==> src/dacc_defs.vh <==
`ifndef DACC_DEFS_VH
`define DACC_DEFS_VH

// ---------------------------------------------------------------
// word layout
// ---------------------------------------------------------------
`define DACC_WORD_W      16
`define DACC_BIT_SUB     15
`define DACC_BIT_MD0     14
`define DACC_BIT_MD1     13
`define DACC_ADDR_HI     12
`define DACC_ADDR_LO     10
`define DACC_BIT_CODING  6
`define DACC_BIT_PD      5
`define DACC_BIT_GLOBAL_STANDBY   4
`define DACC_BIT_GLOBAL_SOFT_CLEAR    3
`define DACC_BIT_MX1     9
`define DACC_BIT_MX0     8
`define DACC_BIT_CHANNEL_STANDBY_N    4
`define DACC_BIT_CLR     3
`define DACC_MAIN_HI     9
`define DACC_MAIN_LO     0
`define DACC_SUB_HI      9
`define DACC_SUB_LO      2

// ---------------------------------------------------------------
// reset values and codes
// ---------------------------------------------------------------
`define DACC_RST_PD      1'b1
`define DACC_RST_GLOBAL_STANDBY   1'b1
`define DACC_RST_CODING  1'b0
`define DACC_RST_GLOBAL_SOFT_CLEAR    1'b0
`define DACC_RST_CHANNEL_STANDBY_N    1'b1
`define DACC_RST_CLR     1'b1
`define DACC_RST_REFSEL  2'h0
`define DACC_RST_MAIN    10'h000
`define DACC_RST_SUB     8'h00
`define DACC_CLR_TWOS    10'h000
`define DACC_CLR_BIN     10'h000
`define DACC_REF_HALF    2'h0
`define DACC_REF_INT     2'h1
`define DACC_REF_EXT     2'h2
`define DACC_LAST_BIT    4'hF
`endif

==> src/dacc_top.v <==
`include "dacc_defs.vh"

module dacc_top #(
   parameter NUM_CH = 8
) (
   // clock and reset
   input  wire                  clk,
   input  wire                  reset_n,
   // serial link pins
   input  wire                  serial_clk,
   input  wire                  serial_data,
   input  wire                  frame_sync_n,
   input  wire                  load_outputs_strobe_n,
   // global state
   output reg                   reference_enable,
   output reg                   input_coding_select,
   // per channel state
   output reg  [NUM_CH-1:0]     channel_enable,
   output reg  [2*NUM_CH-1:0]   ref_select,
   output reg  [10*NUM_CH-1:0]  main_dac_code,
   output reg  [10*NUM_CH-1:0]  main_level,
   output reg  [8*NUM_CH-1:0]   sub_offset
);

   // ---------------------------------------------------------------
   // states
   // ---------------------------------------------------------------
   localparam [2:0] ST_IDLE  = 3'h1;
   localparam [2:0] ST_SHIFT = 3'h2;
   localparam [2:0] ST_DONE  = 3'h4;

   // ---------------------------------------------------------------
   // functions
   // ---------------------------------------------------------------
   function [9:0] clear_code;
      input coding;
      begin
         clear_code = coding ? `DACC_CLR_BIN : `DACC_CLR_TWOS;
      end
   endfunction

   function [2:0] chan_index;
      input [2:0] addr;
      begin
         if (NUM_CH == 4) begin
            chan_index = {1'b0, addr[1:0]};
         end else begin
            chan_index = addr;
         end
      end
   endfunction

   // ---------------------------------------------------------------
   // pin synchronisers
   // ---------------------------------------------------------------
   // order: 3 strobe, 2 sync, 1 data, 0 clock
   wire [3:0] pins_in = {load_outputs_strobe_n, frame_sync_n, serial_data, serial_clk};
   reg  [3:0] pin_s1;
   reg  [3:0] pin_s2;
   reg  [3:0] pin_s3;
   reg  [3:0] pin_f;
   reg  [3:0] pin_f_d;

   always @(posedge clk or negedge reset_n) begin
      if (!reset_n) begin
         pin_s1  <= 4'hF;
         pin_s2  <= 4'hF;
         pin_s3  <= 4'hF;
         pin_f   <= 4'hF;
         pin_f_d <= 4'hF;
      end else begin
         pin_s1  <= pins_in;
         pin_s2  <= pin_s1;
         pin_s3  <= pin_s2;
         // hold the filtered level while the second and third flops disagree
         pin_f   <= (pin_s2 & pin_s3) | (pin_f & (pin_s2 ^ pin_s3));
         pin_f_d <= pin_f;
      end
   end

   // data and clock share the same delay, so data stays aligned
   wire sclk_fall   = pin_f_d[0] & ~pin_f[0];
   wire sdin_f      = pin_f[1];
   wire sync_n_f    = pin_f[2];
   wire strobe_fall = pin_f_d[3] & ~pin_f[3];

   // ---------------------------------------------------------------
   // frame receiver
   // ---------------------------------------------------------------
   reg [2:0]  state;
   reg [3:0]  bit_cnt;
   reg [14:0] shift_reg;
   reg [15:0] rx_word;
   reg        word_done;

   always @(posedge clk or negedge reset_n) begin
      if (!reset_n) begin
         state     <= ST_IDLE;
         bit_cnt   <= 4'h0;
         shift_reg <= 15'h0000;
         rx_word   <= 16'h0000;
         word_done <= 1'b0;
      end else begin
         word_done <= 1'b0;
         case (state)
            ST_IDLE: begin
               bit_cnt <= 4'h0;
               if (!sync_n_f) begin
                  state <= ST_SHIFT;
               end
            end
            ST_SHIFT: begin
               // a short frame is dropped, never half decoded
               if (sync_n_f) begin
                  state <= ST_IDLE;
               end else if (sclk_fall) begin
                  shift_reg <= {shift_reg[13:0], sdin_f};
                  bit_cnt   <= bit_cnt + 4'h1;
                  if (bit_cnt == `DACC_LAST_BIT) begin
                     rx_word   <= {shift_reg, sdin_f};
                     word_done <= 1'b1;
                     state     <= ST_DONE;
                  end
               end
            end
            ST_DONE: begin
               // extra bits after the 16th are ignored
               if (sync_n_f) begin
                  state <= ST_IDLE;
               end
            end
            default: begin
               state <= ST_IDLE;
            end
         endcase
      end
   end

   // ---------------------------------------------------------------
   // word decode
   // ---------------------------------------------------------------
   wire       is_system  = ~rx_word[`DACC_BIT_MD1] & ~rx_word[`DACC_BIT_MD0];
   wire       is_channel = ~rx_word[`DACC_BIT_MD1] &  rx_word[`DACC_BIT_MD0];
   wire       is_data    =  rx_word[`DACC_BIT_MD1];
   wire [2:0] word_addr  = rx_word[`DACC_ADDR_HI:`DACC_ADDR_LO];
   wire [2:0] sel        = chan_index(word_addr);

   // ---------------------------------------------------------------
   // registers
   // ---------------------------------------------------------------
   reg        power_down_n;
   reg        coding;
   reg        global_standby;
   reg        global_soft_clear;
   reg        channel_standby_n  [0:NUM_CH-1];
   reg        channel_soft_clear [0:NUM_CH-1];
   reg [1:0]  ref_sel            [0:NUM_CH-1];
   reg [9:0]  main_data          [0:NUM_CH-1];
   reg [9:0]  main_dac           [0:NUM_CH-1];
   reg [7:0]  sub_data           [0:NUM_CH-1];
   reg [7:0]  sub_dac            [0:NUM_CH-1];
   integer    i;
   integer    j;

   // contents survive power-down: nothing here looks at power_down_n
   always @(posedge clk or negedge reset_n) begin
      if (!reset_n) begin
         power_down_n      <= `DACC_RST_PD;
         global_standby    <= `DACC_RST_GLOBAL_STANDBY;
         coding            <= `DACC_RST_CODING;
         global_soft_clear <= `DACC_RST_GLOBAL_SOFT_CLEAR;
         for (i = 0; i < NUM_CH; i = i + 1) begin
            channel_standby_n[i]  <= `DACC_RST_CHANNEL_STANDBY_N;
            channel_soft_clear[i] <= `DACC_RST_CLR;
            ref_sel[i]            <= `DACC_RST_REFSEL;
            main_data[i]          <= `DACC_RST_MAIN;
            main_dac[i]           <= `DACC_RST_MAIN;
            sub_data[i]           <= `DACC_RST_SUB;
            sub_dac[i]            <= `DACC_RST_SUB;
         end
      end else begin
         if (word_done && is_system) begin
            // address field deliberately unused here
            power_down_n      <= rx_word[`DACC_BIT_PD];
            coding            <= rx_word[`DACC_BIT_CODING];
            global_standby    <= rx_word[`DACC_BIT_GLOBAL_STANDBY];
            global_soft_clear <= rx_word[`DACC_BIT_GLOBAL_SOFT_CLEAR];
         end
         if (word_done && is_channel) begin
            channel_standby_n[sel]  <= rx_word[`DACC_BIT_CHANNEL_STANDBY_N];
            channel_soft_clear[sel] <= rx_word[`DACC_BIT_CLR];
            ref_sel[sel]            <= {rx_word[`DACC_BIT_MX1],
                                        rx_word[`DACC_BIT_MX0]};
         end
         if (word_done && is_data) begin
            if (rx_word[`DACC_BIT_SUB]) begin
               sub_data[sel] <= rx_word[`DACC_SUB_HI:`DACC_SUB_LO];
            end else begin
               main_data[sel] <= rx_word[`DACC_MAIN_HI:`DACC_MAIN_LO];
            end
         end
         for (i = 0; i < NUM_CH; i = i + 1) begin
            if (strobe_fall) begin
               sub_dac[i] <= sub_data[i];
               if (channel_soft_clear[i]) begin
                  // channel clear only acts on the strobe
                  main_data[i] <= clear_code(coding);
                  main_dac[i]  <= clear_code(coding);
               end else begin
                  main_dac[i] <= main_data[i];
               end
            end
            if (global_soft_clear) begin
               // level acting: holds main side cleared while set, subs untouched
               main_data[i] <= clear_code(coding);
               main_dac[i]  <= clear_code(coding);
            end
         end
      end
   end

   // ---------------------------------------------------------------
   // output stage
   // ---------------------------------------------------------------
   always @(posedge clk or negedge reset_n) begin
      if (!reset_n) begin
         reference_enable    <= 1'b1;
         input_coding_select <= `DACC_RST_CODING;
         channel_enable      <= {NUM_CH{1'b0}};
         ref_select          <= {2*NUM_CH{1'b0}};
         main_dac_code       <= {10*NUM_CH{1'b0}};
         main_level          <= {10*NUM_CH{1'b0}};
         sub_offset          <= {8*NUM_CH{1'b0}};
      end else begin
         reference_enable    <= power_down_n;
         input_coding_select <= coding;
         for (j = 0; j < NUM_CH; j = j + 1) begin
            channel_enable[j] <= power_down_n & ~global_standby
                                 & channel_standby_n[j];
            ref_select[2*j +: 2]    <= ref_sel[j];
            main_dac_code[10*j +: 10] <= main_dac[j];
            // unsigned level: offset binary as is, twos complement MSB flipped
            main_level[10*j +: 10] <= coding ? main_dac[j]
                                      : {~main_dac[j][9], main_dac[j][8:0]};
            // signed offset: offset binary minus 128 equals MSB flip
            sub_offset[8*j +: 8] <= coding ? {~sub_dac[j][7], sub_dac[j][6:0]}
                                    : sub_dac[j];
         end
      end
   end

endmodule

==> config.mk <==
export PLATFORM = sky130hd
export DESIGN_NAME = dacc_top
export DESIGN_NICKNAME = d
export VERILOG_FILES = /design/src/dacc_top.v
export VERILOG_INCLUDE_DIRS = /design/src
export SDC_FILE = /design/constraint.sdc
export NUM_CORES = 1
export LEC_CHECK = 0
export BUFFER_PORTS_ARGS = -buffer_cell sky130_fd_sc_hd__buf_2
export CAP_MARGIN = 20
export CELL_PAD_IN_SITES_DETAIL_PLACEMENT = 0
export CELL_PAD_IN_SITES_GLOBAL_PLACEMENT = 2
export CORE_AREA = 2 2 159 317
export CTS_BUF_LIST = sky130_fd_sc_hd__clkbuf_8
export CTS_CLUSTER_SIZE = 12
export DETAILED_ROUTE_END_ITERATION = 8
export DIE_AREA = 0 0 161 319
export PLACE_DENSITY = 0.84
export SLEW_MARGIN = 15
export SYNTH_ARGS = -nofsm -noshare
export SYNTH_HDL_FRONTEND = slang
export SYNTH_SLANG_ARGS = --single-unit
export TNS_END_PERCENT = 30
==> constraint.sdc <==
create_clock -name clk -period 3.3 [get_ports clk]
set_input_delay 0.495 -clock clk [delete_from_list [all_inputs] [get_ports clk]]
set_output_delay 0.495 -clock clk [all_outputs]
set_load 0.01 [all_outputs]
==> impl_results.md, run 1 <==
* Utilization after layout at 47.2%
* Final slew viol count at 0
* WP data required at 3.82 ns
* Die X at 161 um
* Syn nets at 1,499
* Slowest CP cell: nor2_1
* Detailed Route WL at 44,600 um
* Sink Count at 559
* Critical Path Start: rx_word[10]
* Achievable Freq at 452 MHz
* Area Overhead vs Synth at 15.8%
* RSZ-0062 raised after global routing: false
* R2r setup slk at 1.09 ns
* Post-synth top area share at 65.4%
* Vias at 11,900
* Final TNS setup at 0 ns
* Total CTS buffers at 76
* Wire per inst at 18.6 um
* Status: finished clean
* CTS Root Buffer Type: clkbuf_8
* Yosys warnings at 0
* First-pass GRT wire length at 70,400 um
* Crit share post-route at 67.0%
* MaxCap Viol Count at 0
* Worst-margin pin slew at 1.12 ns
* Hold Startpoint: pin_s1[3]
* GP Congestion at 0.758
* Clock Latency Late Sink at 0.64 ns
* Clock skew at 0.0212 ns
* Top cells by area, synth: dfrtp_1, mux2_2, dfstp_2
* Final hold violations at 0
* CP Launch Type: register
* Initial Util at 40.7%
* CP arrival at 2.73 ns
* Largest net degree at the start of global routing at 78
* Total GRT Usage at 17.6%
* Critical path buffers and inverters at 0
* CTS tree: yes
* Row cnt at 115
* Register area share after synthesis at 70.4%
* Detail Placement HPWL at 27,800 um
* Top Registers: main_dac x80, main_data x80, main_level x80
* Layout cells sized above 1 at 33.4%
* Worst R2R End: sub_data[29]
* IO buf count at 255
* Slew HR at 25.1%
* Commonest non-fill, non-tap cell in the layout: dfrtp_1
* Flops & latches, synth at 559
* Clock Pin Slew Worst Setup and Hold Paths at 0.07 ns
* Final nets at 1,706
* Worst Reg-to-Reg Cells at 3
* Hold WC Path Type: reg -> reg
* Crit path cell chain: or2_2, nor2_1, mux2_2
* Top cell family by delay on the critical path: simple AND/OR/NAND/NOR gates
* Vias in the first global route at 11,800
* Fin crit period at 2.21 ns
* DIE AREA at 51,400 um2
* Synth cell types at 45
* Max FO, Critical Path at 23
* Worst Path Class, Setup: reg -> reg
* Syn_area_per_cell at 13.4 um2
* Final setup violation count at 0
* Leak at 12.3 nW
* Die H at 319 um
* DRT Pass-1 Iters at 5
* Grt ovf at 0
* Commonest non-fill, non-tap cells in the layout: dfrtp_1, buf_2, nand2_1, mux2_2, clkbuf_8
* Element type at the critical path end: register
* P per Cell Area at 546 nW/um2
* Boundary Pins at 256
* Gate Count Post-Synth at 1,488
* Synth area leader: dfrtp_1
* Max clock buf depth at 3
* Crit path to: sub_data[29]
* Reg2reg start: rx_word[10]
* Area of the core at 48,900 um2
* Post-route antenna net violation count at 0
* Post-synthesis cell area at 19,900 um2
* Initial antenna violation count at 1
* DRC at 0
* Max incr delay on CP at 0.69 ns
* 1st-iter DRT viols at 793
* Largest vdd supply drop at 0.301 mV
* H-tree levels at 3
* Vias per cell at 4.94
* Cell depth of the worst setup path at 3
[layout make-up]
cell class,instances,area [um2]
tap,643,805
clock buffer,96,1320
antenna,1,2.50
inverter,3,11.3
timing repair buffer,293,1690
sequential,559,14000
clock inverter,40,216
fill,4456,25800
multi-input combinational,762,4990
[cells in the mapped netlist (all sizes together)]
cell type  count
dfrtp        521
nand2        200
mux2         131
buf           84
nand3         84
o21ai         84
a21oi         80
a22o          80
clkbuf        80
dfstp         38
nor2          20
a21o          12
and2          10
xnor2          8
xor2           8
nand2b         6
ha             5
nand4b         5
nor2b          5
o211ai         4
inv            3
or2            3
and4bb         2
nand4bb        2
nor3b          2
nor4b          2
or4            2
a211oi         1
and4b          1
nand4          1
o311ai         1
o31ai          1
or2b           1
or3b           1
[timing repair]
item | CTS | global route
endpoints found under the hold margin | 59 | 0
setup endpoints to repair | 0 | 0
buffers inserted | 0 | 0
gates resized for setup | 0 | 0
hold buffers | 5 | 0
[through the flow]
step / hold slack [ns] / instances / power, W / area, um2 / setup WS [ns]
6_report: 0.355 / 2397 / 0.0126 / 23100 / 1.09
2_1_floorplan: 0.199 / 1488 / 0.00725 / 19900 / 1.45
3_5_place_dp: 0.347 / 2254 / 0.00750 / 21500 / 1.07
4_1_cts: 0.357 / 2395 / 0.0128 / 23000 / 1.04
5_1_grt: 0.361 / 2397 / 0.0131 / 23100 / 0.979
3_3_place_gp: 0.346 / 2254 / 0.00749 / 21500 / 1.15
[kinds of logic (layout without fill, tap and decap cells)]
group                    Yosys count  after routing  synth area share, %
flip-flops                       559            559                 70.4
AND/OR/NAND/NOR                  347            347                 8.00
AO/OA/AOI/OAI                    263            263                 8.36
buffers and inverters            167            432                 4.63
multiplexers                     131            131                 7.57
XOR/XNOR                          16             16                0.703
adder cells (fa/ha/maj)            5              5                0.314
other                              0              1                    0
[worst min path at each step]
stage,endpoint,depth (start not counted),slack (ns)
2_1_floorplan,bit_cnt[0],0,0.20
3_3_place_gp,pin_s2[2],0,0.35
3_5_place_dp,pin_s2[3],0,0.35
4_1_cts,pin_s2[3],0,0.36
5_1_grt,pin_s2[0],0,0.36
6_report,pin_s2[3],0,0.36
[power by group]
group | internal (W) | switching [W] | leakage [nW]
sequential | 0.00691 | 0.0000472 | 7.63
clock | 0.00271 | 0.00253 | 0.874
combinational | 0.0000900 | 0.000315 | 3.84
total | 0.00972 | 0.00289 | 12.3
[per-layer routing]
metal,track usage [%],vias to the layer above,wire [um],part of all wire (%)
met2,27.6,372,21200,48
met3,2.78,71,2320,5.2
li1,-,5444,-,-
met5,0,-,0,0
met1,24.8,5963,20000,45
met4,6.73,0,1120,2.5
Power figures use the tool's default switching activity.
==> run 2, diff against run 1 <==
--- a/config.mk
+++ b/config.mk
@@ -6,15 +6,16 @@
 export SDC_FILE = /design/constraint.sdc
 export NUM_CORES = 1
 export LEC_CHECK = 0
+export ABC_AREA = 1
 export BUFFER_PORTS_ARGS = -buffer_cell sky130_fd_sc_hd__buf_2
 export CAP_MARGIN = 20
 export CELL_PAD_IN_SITES_DETAIL_PLACEMENT = 0
 export CELL_PAD_IN_SITES_GLOBAL_PLACEMENT = 2
-export CORE_AREA = 2 2 159 317
+export CORE_AREA = 2 2 163 324
 export CTS_BUF_LIST = sky130_fd_sc_hd__clkbuf_8
 export CTS_CLUSTER_SIZE = 12
 export DETAILED_ROUTE_END_ITERATION = 8
-export DIE_AREA = 0 0 161 319
+export DIE_AREA = 0 0 165 326
 export PLACE_DENSITY = 0.84
 export SLEW_MARGIN = 15
 export SYNTH_ARGS = -nofsm -noshare
==> constraint.sdc (replaced) <==
create_clock -name clk -period 2.2 [get_ports clk]
set_input_delay 0.33 -clock clk [delete_from_list [all_inputs] [get_ports clk]]
set_output_delay 0.33 -clock clk [all_outputs]
set_load 0.01 [all_outputs]
==> run 2 against run 1 <==
Register-to-register slack got worse by 0.80 ns. Clock skew rose by 0.022 ns. Non-clock buffer count rose by 17. Hold slack got worse by 0.17 ns. Via count rose by 9.8%. Design area rose by 0.52%. Maximum frequency rose by 16%.
==> impl_results.md, run 2 <==
* 1st-iter DRT viols at 814 (+2.6%)
* CP arrival at 2.46 ns (-0.27 ns)
* Post-synthesis cell area at 19,800 um2 (-0.56%)
* Grt ovf at 0 (unchanged)
* Vias in the first global route at 13,100 (+11%)
* P per Cell Area at 829 nW/um2 (+52%)
* GP Congestion at 0.803 (+5.9%)
* Worst-margin pin slew at 0.874 ns (-0.249 ns)
* Worst Path Class, Setup: reg -> reg
* Worst Reg-to-Reg Cells at 6 (+3)
* Vias per cell at 4.68 (-5.4%)
* XOR/XNOR share of the synthesized area at 0.707% (+0.0040 points)
* Total CTS buffers at 78 (+2.6%)
* Post-synth EDFFs at 0 (unchanged)
* Achievable Freq at 523 MHz (+16%)
* Die X at 165 um (+2.5%)
* Area of the core at 51,500 um2 (+5.3%)
* Vias at 13,000 (+9.8%)
* MaxCap Viol Count at 0 (unchanged)
* Slew HR at 41.7% (+17 points)
* Syn_area_per_cell at 10.9 um2 (-19%)
* Count leader, synth: dfrtp_1
* Detail Placement HPWL at 32,100 um (+15%)
* Wire per inst at 17.1 um (-8.1%)
* Clock skew at 0.0436 ns (+0.0224 ns)
* CP Launch Type: register
* Top Registers: main_dac x80, main_data x80, main_level x80
* Switching share of power at 22.8% (-0.071 points)
* Row cnt at 118 (+2.6%)
* Largest vdd supply drop at 0.406 mV (+35%)
* Crit path cell chain: nor2_4, nor2_4, buf_4, buf_4, nand2_1, nand2_1
* Max incr delay on CP at 0.57 ns (-0.12 ns)
* CTS tree: yes
* Final TNS setup at 0 ns (unchanged)
* Initial antenna violation count at 1 (unchanged)
* Synth cell types at 30 (-33%)
* RSZ-0062 raised after global routing: false
* Yosys warnings at 0 (unchanged)
* Clock Pin Slew Worst Setup and Hold Paths at 0.07 ns (about the same)
* Sink Count at 559 (unchanged)
* Reg power frac at 54.2% (-1.0 points)
* Reg area at 14,000 um2 (about the same)
* Cell area after placement at 21,600 um2 (+0.45%)
* Logic pwr share at 3.7% (+0.5 points)
* Critical path buffers and inverters at 2 (+2)
* Synth area leader: dfrtp_1
* Placement-stage worst setup slack at 0.291 ns (-0.779 ns)
* WP data required at 2.75 ns (-1.07 ns)
* Clock Latency Late Sink at 0.66 ns (+0.02 ns)
* Fin worst setup slack at 0.288 ns (-0.801 ns)
* Final hold violations at 0 (unchanged)
* Final instance area at 23,200 um2 (+0.52%)
* Post-synthesis mux area share at 0% (-7.6 points)
* Leak at 12.4 nW (+0.53%)
* NetSw at 0.00439 W (+52%)
* CTS Root Buffer Type: clkbuf_8
* Final nets at 2,072 (+21%)
* H-tree levels at 3 (unchanged)
* Post-synthesis simple-gate area fraction at 15.9% (+7.9 points)
* Synth Area in Adders at 0.316% (+0.0018 points)
* Largest family of logic cells by synthesized area: simple AND/OR/NAND/NOR gates
* Initial Util at 38.5% (-2.3 points)
* Max FO, Critical Path at 50 (+120%)
* Top cell family by delay on the critical path: buffers and inverters
* Max clock buf depth at 3 (unchanged)
* Boundary Pins at 256 (unchanged)
* Element type at the critical path end: register
* Multi-input logic area at 4590 um2 (-8.0%)
* Register area share after synthesis at 70.8% (+0.40 points)
* Slowest CP cell: dfstp_2
* Commonest non-fill, non-tap cells in the layout: dfrtp_1, nand2_1, buf_2, o21ai_0, nor2_1
* Largest net degree at the start of global routing at 103 (+32%)
* Top cells by area, synth: dfrtp_1, nand2_1, dfstp_2
* First-pass GRT wire length at 74,000 um (+5.1%)
* Detailed Route WL at 47,500 um (+6.7%)
* Fill count at 4,896 (+9.9%)
* Gate Count Post-Synth at 1,820 (+22%)
* Syn nets at 1,831 (+22%)
* Die H at 326 um (+2.2%)
* Final slew viol count at 0 (unchanged)
* Synth async-reset ratio at 100% (unchanged)
* Cell depth of the worst setup path at 6 (+3)
* Layout cells sized above 1 at 22.8% (-11 points)
* Status: finished clean
* Total GRT Usage at 18.2% (+0.56 points)
* Hold WC Path Type: in -> async
* DIE AREA at 53,800 um2 (+4.7%)
* Final setup violation count at 0 (unchanged)
* Most used DFF post-synth: dfrtp_1
* Area Overhead vs Synth at 17.0%
* DRC at 0 (unchanged)
* Post-synth top cells: dfrtp_1, nand2_1, o21ai_0
* Int Power at 0.0148 W (+53%)
* Crit share post-route at 86.9% (+20 points)
* Flops & latches, synth at 559 (unchanged)
* DRT Pass-1 Iters at 5 (unchanged)
* Clk pwr share at 42.1% (+0.5 points)
* Post-synth top area share at 65.8% (+0.37 points)
* Post-route antenna net violation count at 0 (unchanged)
* IO buf count at 255 (unchanged)
* Commonest non-fill, non-tap cell in the layout: dfrtp_1
* Synth Area in Compound Gates at 6.16% (-2.2 points)
* Fin crit period at 1.91 ns (-0.299 ns)
[run 2: layout make-up]
cell class	count	share of cell area, %
Sequential cell	559	60.5
Tap cell	660	3.56
Clock buffer	92	5.46
Timing Repair Buffer	310	7.97
Inverter	80	1.29
Clock inverter	48	1.39
Antenna cell	1	0.0108
Multi-Input combinational cell	1032	19.8
[run 2: timing repair]
item	4_1_cts	5_1_grt
hold buffers	5	0
resized for setup	0	0
setup buffers	0	0
hold endpoints to repair	120	0
[run 2: logic make-up after synthesis]
| group | after synthesis |
|---|---|
| XOR/XNOR | 16 |
| AND/OR/NAND/NOR | 769 |
| adder cells (fa/ha/maj) | 5 |
| flip-flops | 559 |
| buffers and inverters | 229 |
| AO/OA/AOI/OAI | 242 |
[run 2: power by group through the flow]
stage	clock [W]	combinational [W]	sequential (W)
2_1_floorplan	0	0.000354	0.0106
3_3_place_gp	0	0.000714	0.0106
3_5_place_dp	0	0.000728	0.0106
4_1_cts	0.00838	0.000739	0.0104
5_1_grt	0.00885	0.000825	0.0104
6_report	0.00809	0.000712	0.0104
[run 2: worst paths after layout]
check / startpoint / to / slack [ns]
worst max register to register: pin_f[3] / main_dac[21] / 0.29
worst max-delay path: pin_f[3] / main_dac[21] / 0.29
min in group clk: serial_data / pin_s1[1] / 0.32
max in group asynchronous: reset_n / sub_data[30] / 1.08
worst min-delay path: reset_n / main_level[76] / 0.19
worst min register to register: main_dac[15] / main_level[65] / 0.35
[run 2: through the flow]
stage	std cells	total power (W)	util [%]	hold slack, ns
after floorplan	1820	0.0110	-	0.0344
after global placement	2636	0.0113	41.8	0.269
after detailed placement	2636	0.0113	41.8	0.268
after CTS	2781	0.0195	45.0	0.160
after global routing	2782	0.0201	45.0	0.198
final	2782	0.0192	45.0	0.187
[run 2: per-layer routing]
layer | vias to the layer above | global-route usage (%) | part of all wire [%]
met1 | 6343 | 21.7 | 40
met2 | 362 | 32.0 | 52
met3 | 107 | 2.67 | 4.0
met5 | - | 0 | 0
met4 | 0 | 8.32 | 4.0
li1 | 6199 | - | -
==> run 3, diff against run 2 <==
--- a/config.mk
+++ b/config.mk
@@ -11,12 +11,12 @@
 export CAP_MARGIN = 20
 export CELL_PAD_IN_SITES_DETAIL_PLACEMENT = 0
 export CELL_PAD_IN_SITES_GLOBAL_PLACEMENT = 2
-export CORE_AREA = 2 2 163 324
+export CORE_AREA = 2 2 159 316
 export CTS_BUF_LIST = sky130_fd_sc_hd__clkbuf_8
 export CTS_CLUSTER_SIZE = 12
 export DETAILED_ROUTE_END_ITERATION = 8
-export DIE_AREA = 0 0 165 326
-export PLACE_DENSITY = 0.84
+export DIE_AREA = 0 0 161 318
+export PLACE_DENSITY = 0.88
 export SLEW_MARGIN = 15
 export SYNTH_ARGS = -nofsm -noshare
 export SYNTH_HDL_FRONTEND = slang
==> constraint.sdc (replaced) <==
create_clock -name clk -period 2.47 [get_ports clk]
set_input_delay 0.3705 -clock clk [delete_from_list [all_inputs] [get_ports clk]]
set_output_delay 0.3705 -clock clk [all_outputs]
set_load 0.01 [all_outputs]
==> run 3 against run 2 <==
First-iteration DRC count up 4.3%. Die area shrank 4.8%. Sequential power decreased by 11%. Register-to-register slack gained 0.37 ns. Via count fell by 0.48%.
==> impl_results.md, run 3 (synthesized netlist as in run 2, its figures left out) <==
* Final setup violation count at 0 (unchanged)
* Initial antenna violation count at 1 (unchanged)
* Achievable Freq at 551 MHz (+5.4%)
* Cell area after placement at 21,600 um2 (+0.19%)
* Final slew viol count at 0 (unchanged)
* Sink Count at 559 (unchanged)
* Met1 usage at 25.0% (+3.3 points)
* Clock skew at 0.0195 ns (-0.0241 ns)
* Max clock buf depth at 3 (unchanged)
* Clock Latency Late Sink at 0.64 ns (-0.02 ns)
* DRC at 0 (unchanged)
* Largest net degree at the start of global routing at 102 (-0.97%)
* Final hold slack at 0.267 ns (+0.0802 ns)
* CTS resizes at 0 (unchanged)
* Non-filler cells, final at 2,774 (-0.29%)
* Area of the core at 48,900 um2 (-5.1%)
* Slew HR at 40.2% (-1.5 points)
* Total GRT Usage at 18.2% (+0.065 points)
* Commonest non-fill, non-tap cell in the layout: dfrtp_1
* Met3 Usage GRT at 2.70% (+0.026 points)
* Boundary Pins at 256 (unchanged)
* Top Registers: main_dac x80, main_data x80, main_level x80
* Status: finished clean
* Leak at 12.5 nW (+0.58%)
* Detail Placement HPWL at 29,900 um (-6.7%)
* Met2 Usage GRT at 30.1% (-1.9 points)
* Layout cells sized above 1 at 23.5% (+0.70 points)
* CTS tree: yes
* Final nets at 2,081 (+0.43%)
* Total CTS buffers at 77 (-1.3%)
* Initial Util at 40.5% (+2.0 points)
* H-tree levels at 3 (unchanged)
* Detailed Route WL at 45,800 um (-3.6%)
* Hold WC Path Type: in -> async
* P per Cell Area at 757 nW/um2 (-8.7%)
* Grt ovf at 0 (unchanged)
* IO buf count at 255 (unchanged)
* Vias in the first global route at 12,700 (-3.2%)
* Crit share post-route at 73.5% (-13 points)
* CP arrival at 2.31 ns (-0.15 ns)
* Largest vdd supply drop at 0.489 mV (+21%)
* DRT Pass-1 Iters at 5 (unchanged)
* Die X at 161 um (-2.4%)
* Placed cells at 2,629 (-0.27%)
* Row cnt at 115 (-2.5%)
* Area Overhead vs Synth at 17.9%
* Commonest non-fill, non-tap cells in the layout: dfrtp_1, nand2_1, buf_2, o21ai_0, nor2_1
* Global-route layer with the greatest usage: met2
* Max FO, Critical Path at 10 (-80%)
* Vias per cell at 4.67 (-0.19%)
* GP Congestion at 0.772 (-3.9%)
* Die H at 318 um (-2.5%)
* DIE AREA at 51,200 um2 (-4.8%)
* First-pass GRT wire length at 72,700 um (-1.8%)
* Fin crit period at 1.81 ns (-0.0975 ns)
* Final hold violations at 0 (unchanged)
* Element type at the critical path end: register
* Final instance area at 23,400 um2 (+0.73%)
* Wire per inst at 16.5 um (-3.3%)
* CTS Root Buffer Type: clkbuf_8
* Vias at 12,900 (-0.48%)
* CP Launch Type: register
* WP data required at 2.96 ns (+0.21 ns)
* 1st-iter DRT viols at 849 (+4.3%)
* MaxCap Viol Count at 0 (unchanged)
* Setup bufs post-CTS at 0 (unchanged)
* Hold Buf Count CTS at 5 (unchanged)
* Clock Pin Slew Worst Setup and Hold Paths at 0.07 ns (about the same)
* Post-route antenna net violation count at 0 (unchanged)
* Worst Path Class, Setup: reg -> reg
* RSZ-0062 raised after global routing: false
* Worst-margin pin slew at 0.892 ns (+0.0177 ns)
* Final TNS setup at 0 ns (unchanged)
-- run 3: metrics by stage --
stage,utilization [%],power (W),setup WS (ns)
after floorplan,-,0.00976,1.00
after global placement,44.1,0.0101,0.679
after detailed placement,44.1,0.0101,0.671
after CTS,47.7,0.0180,0.639
after global routing,47.8,0.0185,0.524
final,47.8,0.0177,0.655
-- run 3: area by class of cell --
cell class	instances	area [um2]
Timing Repair Buffer	320	1910
Sequential cell	559	14000
Antenna cell	1	2.50
Multi-Input combinational cell	1032	4590
Inverter	80	300
Tap cell	643	805
Clock buffer	94	1290
Clock inverter	45	423
Fill cell	4655	25600
-- run 3: critical path: stages (launching register included) --
cell and delay, ns:
dfrtp_1 0.50, inv_2 0.19, nand3_1 0.11, nor2_1 0.28
clkinv_1 0.32, nor2_1 0.20, nor3_1 0.06
-- run 3: final timing paths --
| kind | startpoint | end | slack [ns] | cells past startpoint |
|---|---|---|---|---|
| max in group asynchronous | reset_n | main_dac[56] | 1.32 | 3 |
| max reg2reg | rx_word[10] | main_data[17] | 0.66 | 6 |
| min in group clk | pin_s1[2] | pin_s2[2] | 0.35 | 0 |
| min reg2reg | pin_s1[2] | pin_s2[2] | 0.35 | 0 |
| max | rx_word[10] | main_data[17] | 0.66 | 6 |
| min | reset_n | sub_offset[49] | 0.27 | 2 |
-- run 3: power breakdown --
group	internal (W)	total, W	switching (W)	leakage [nW]
sequential	0.00924	0.00928	0.0000423	7.63
combinational	0.000159	0.000650	0.000490	3.92
clock	0.00431	0.00776	0.00345	0.935
-- run 3: routing by layer --
layer	vias to the layer above	share of wire, %	routed length [um]
met3	76	4.7	2170
met2	359	49	22400
met5	-	0	0
met1	6277	44	20300
li1	6237	-	-
met4	0	2.0	925
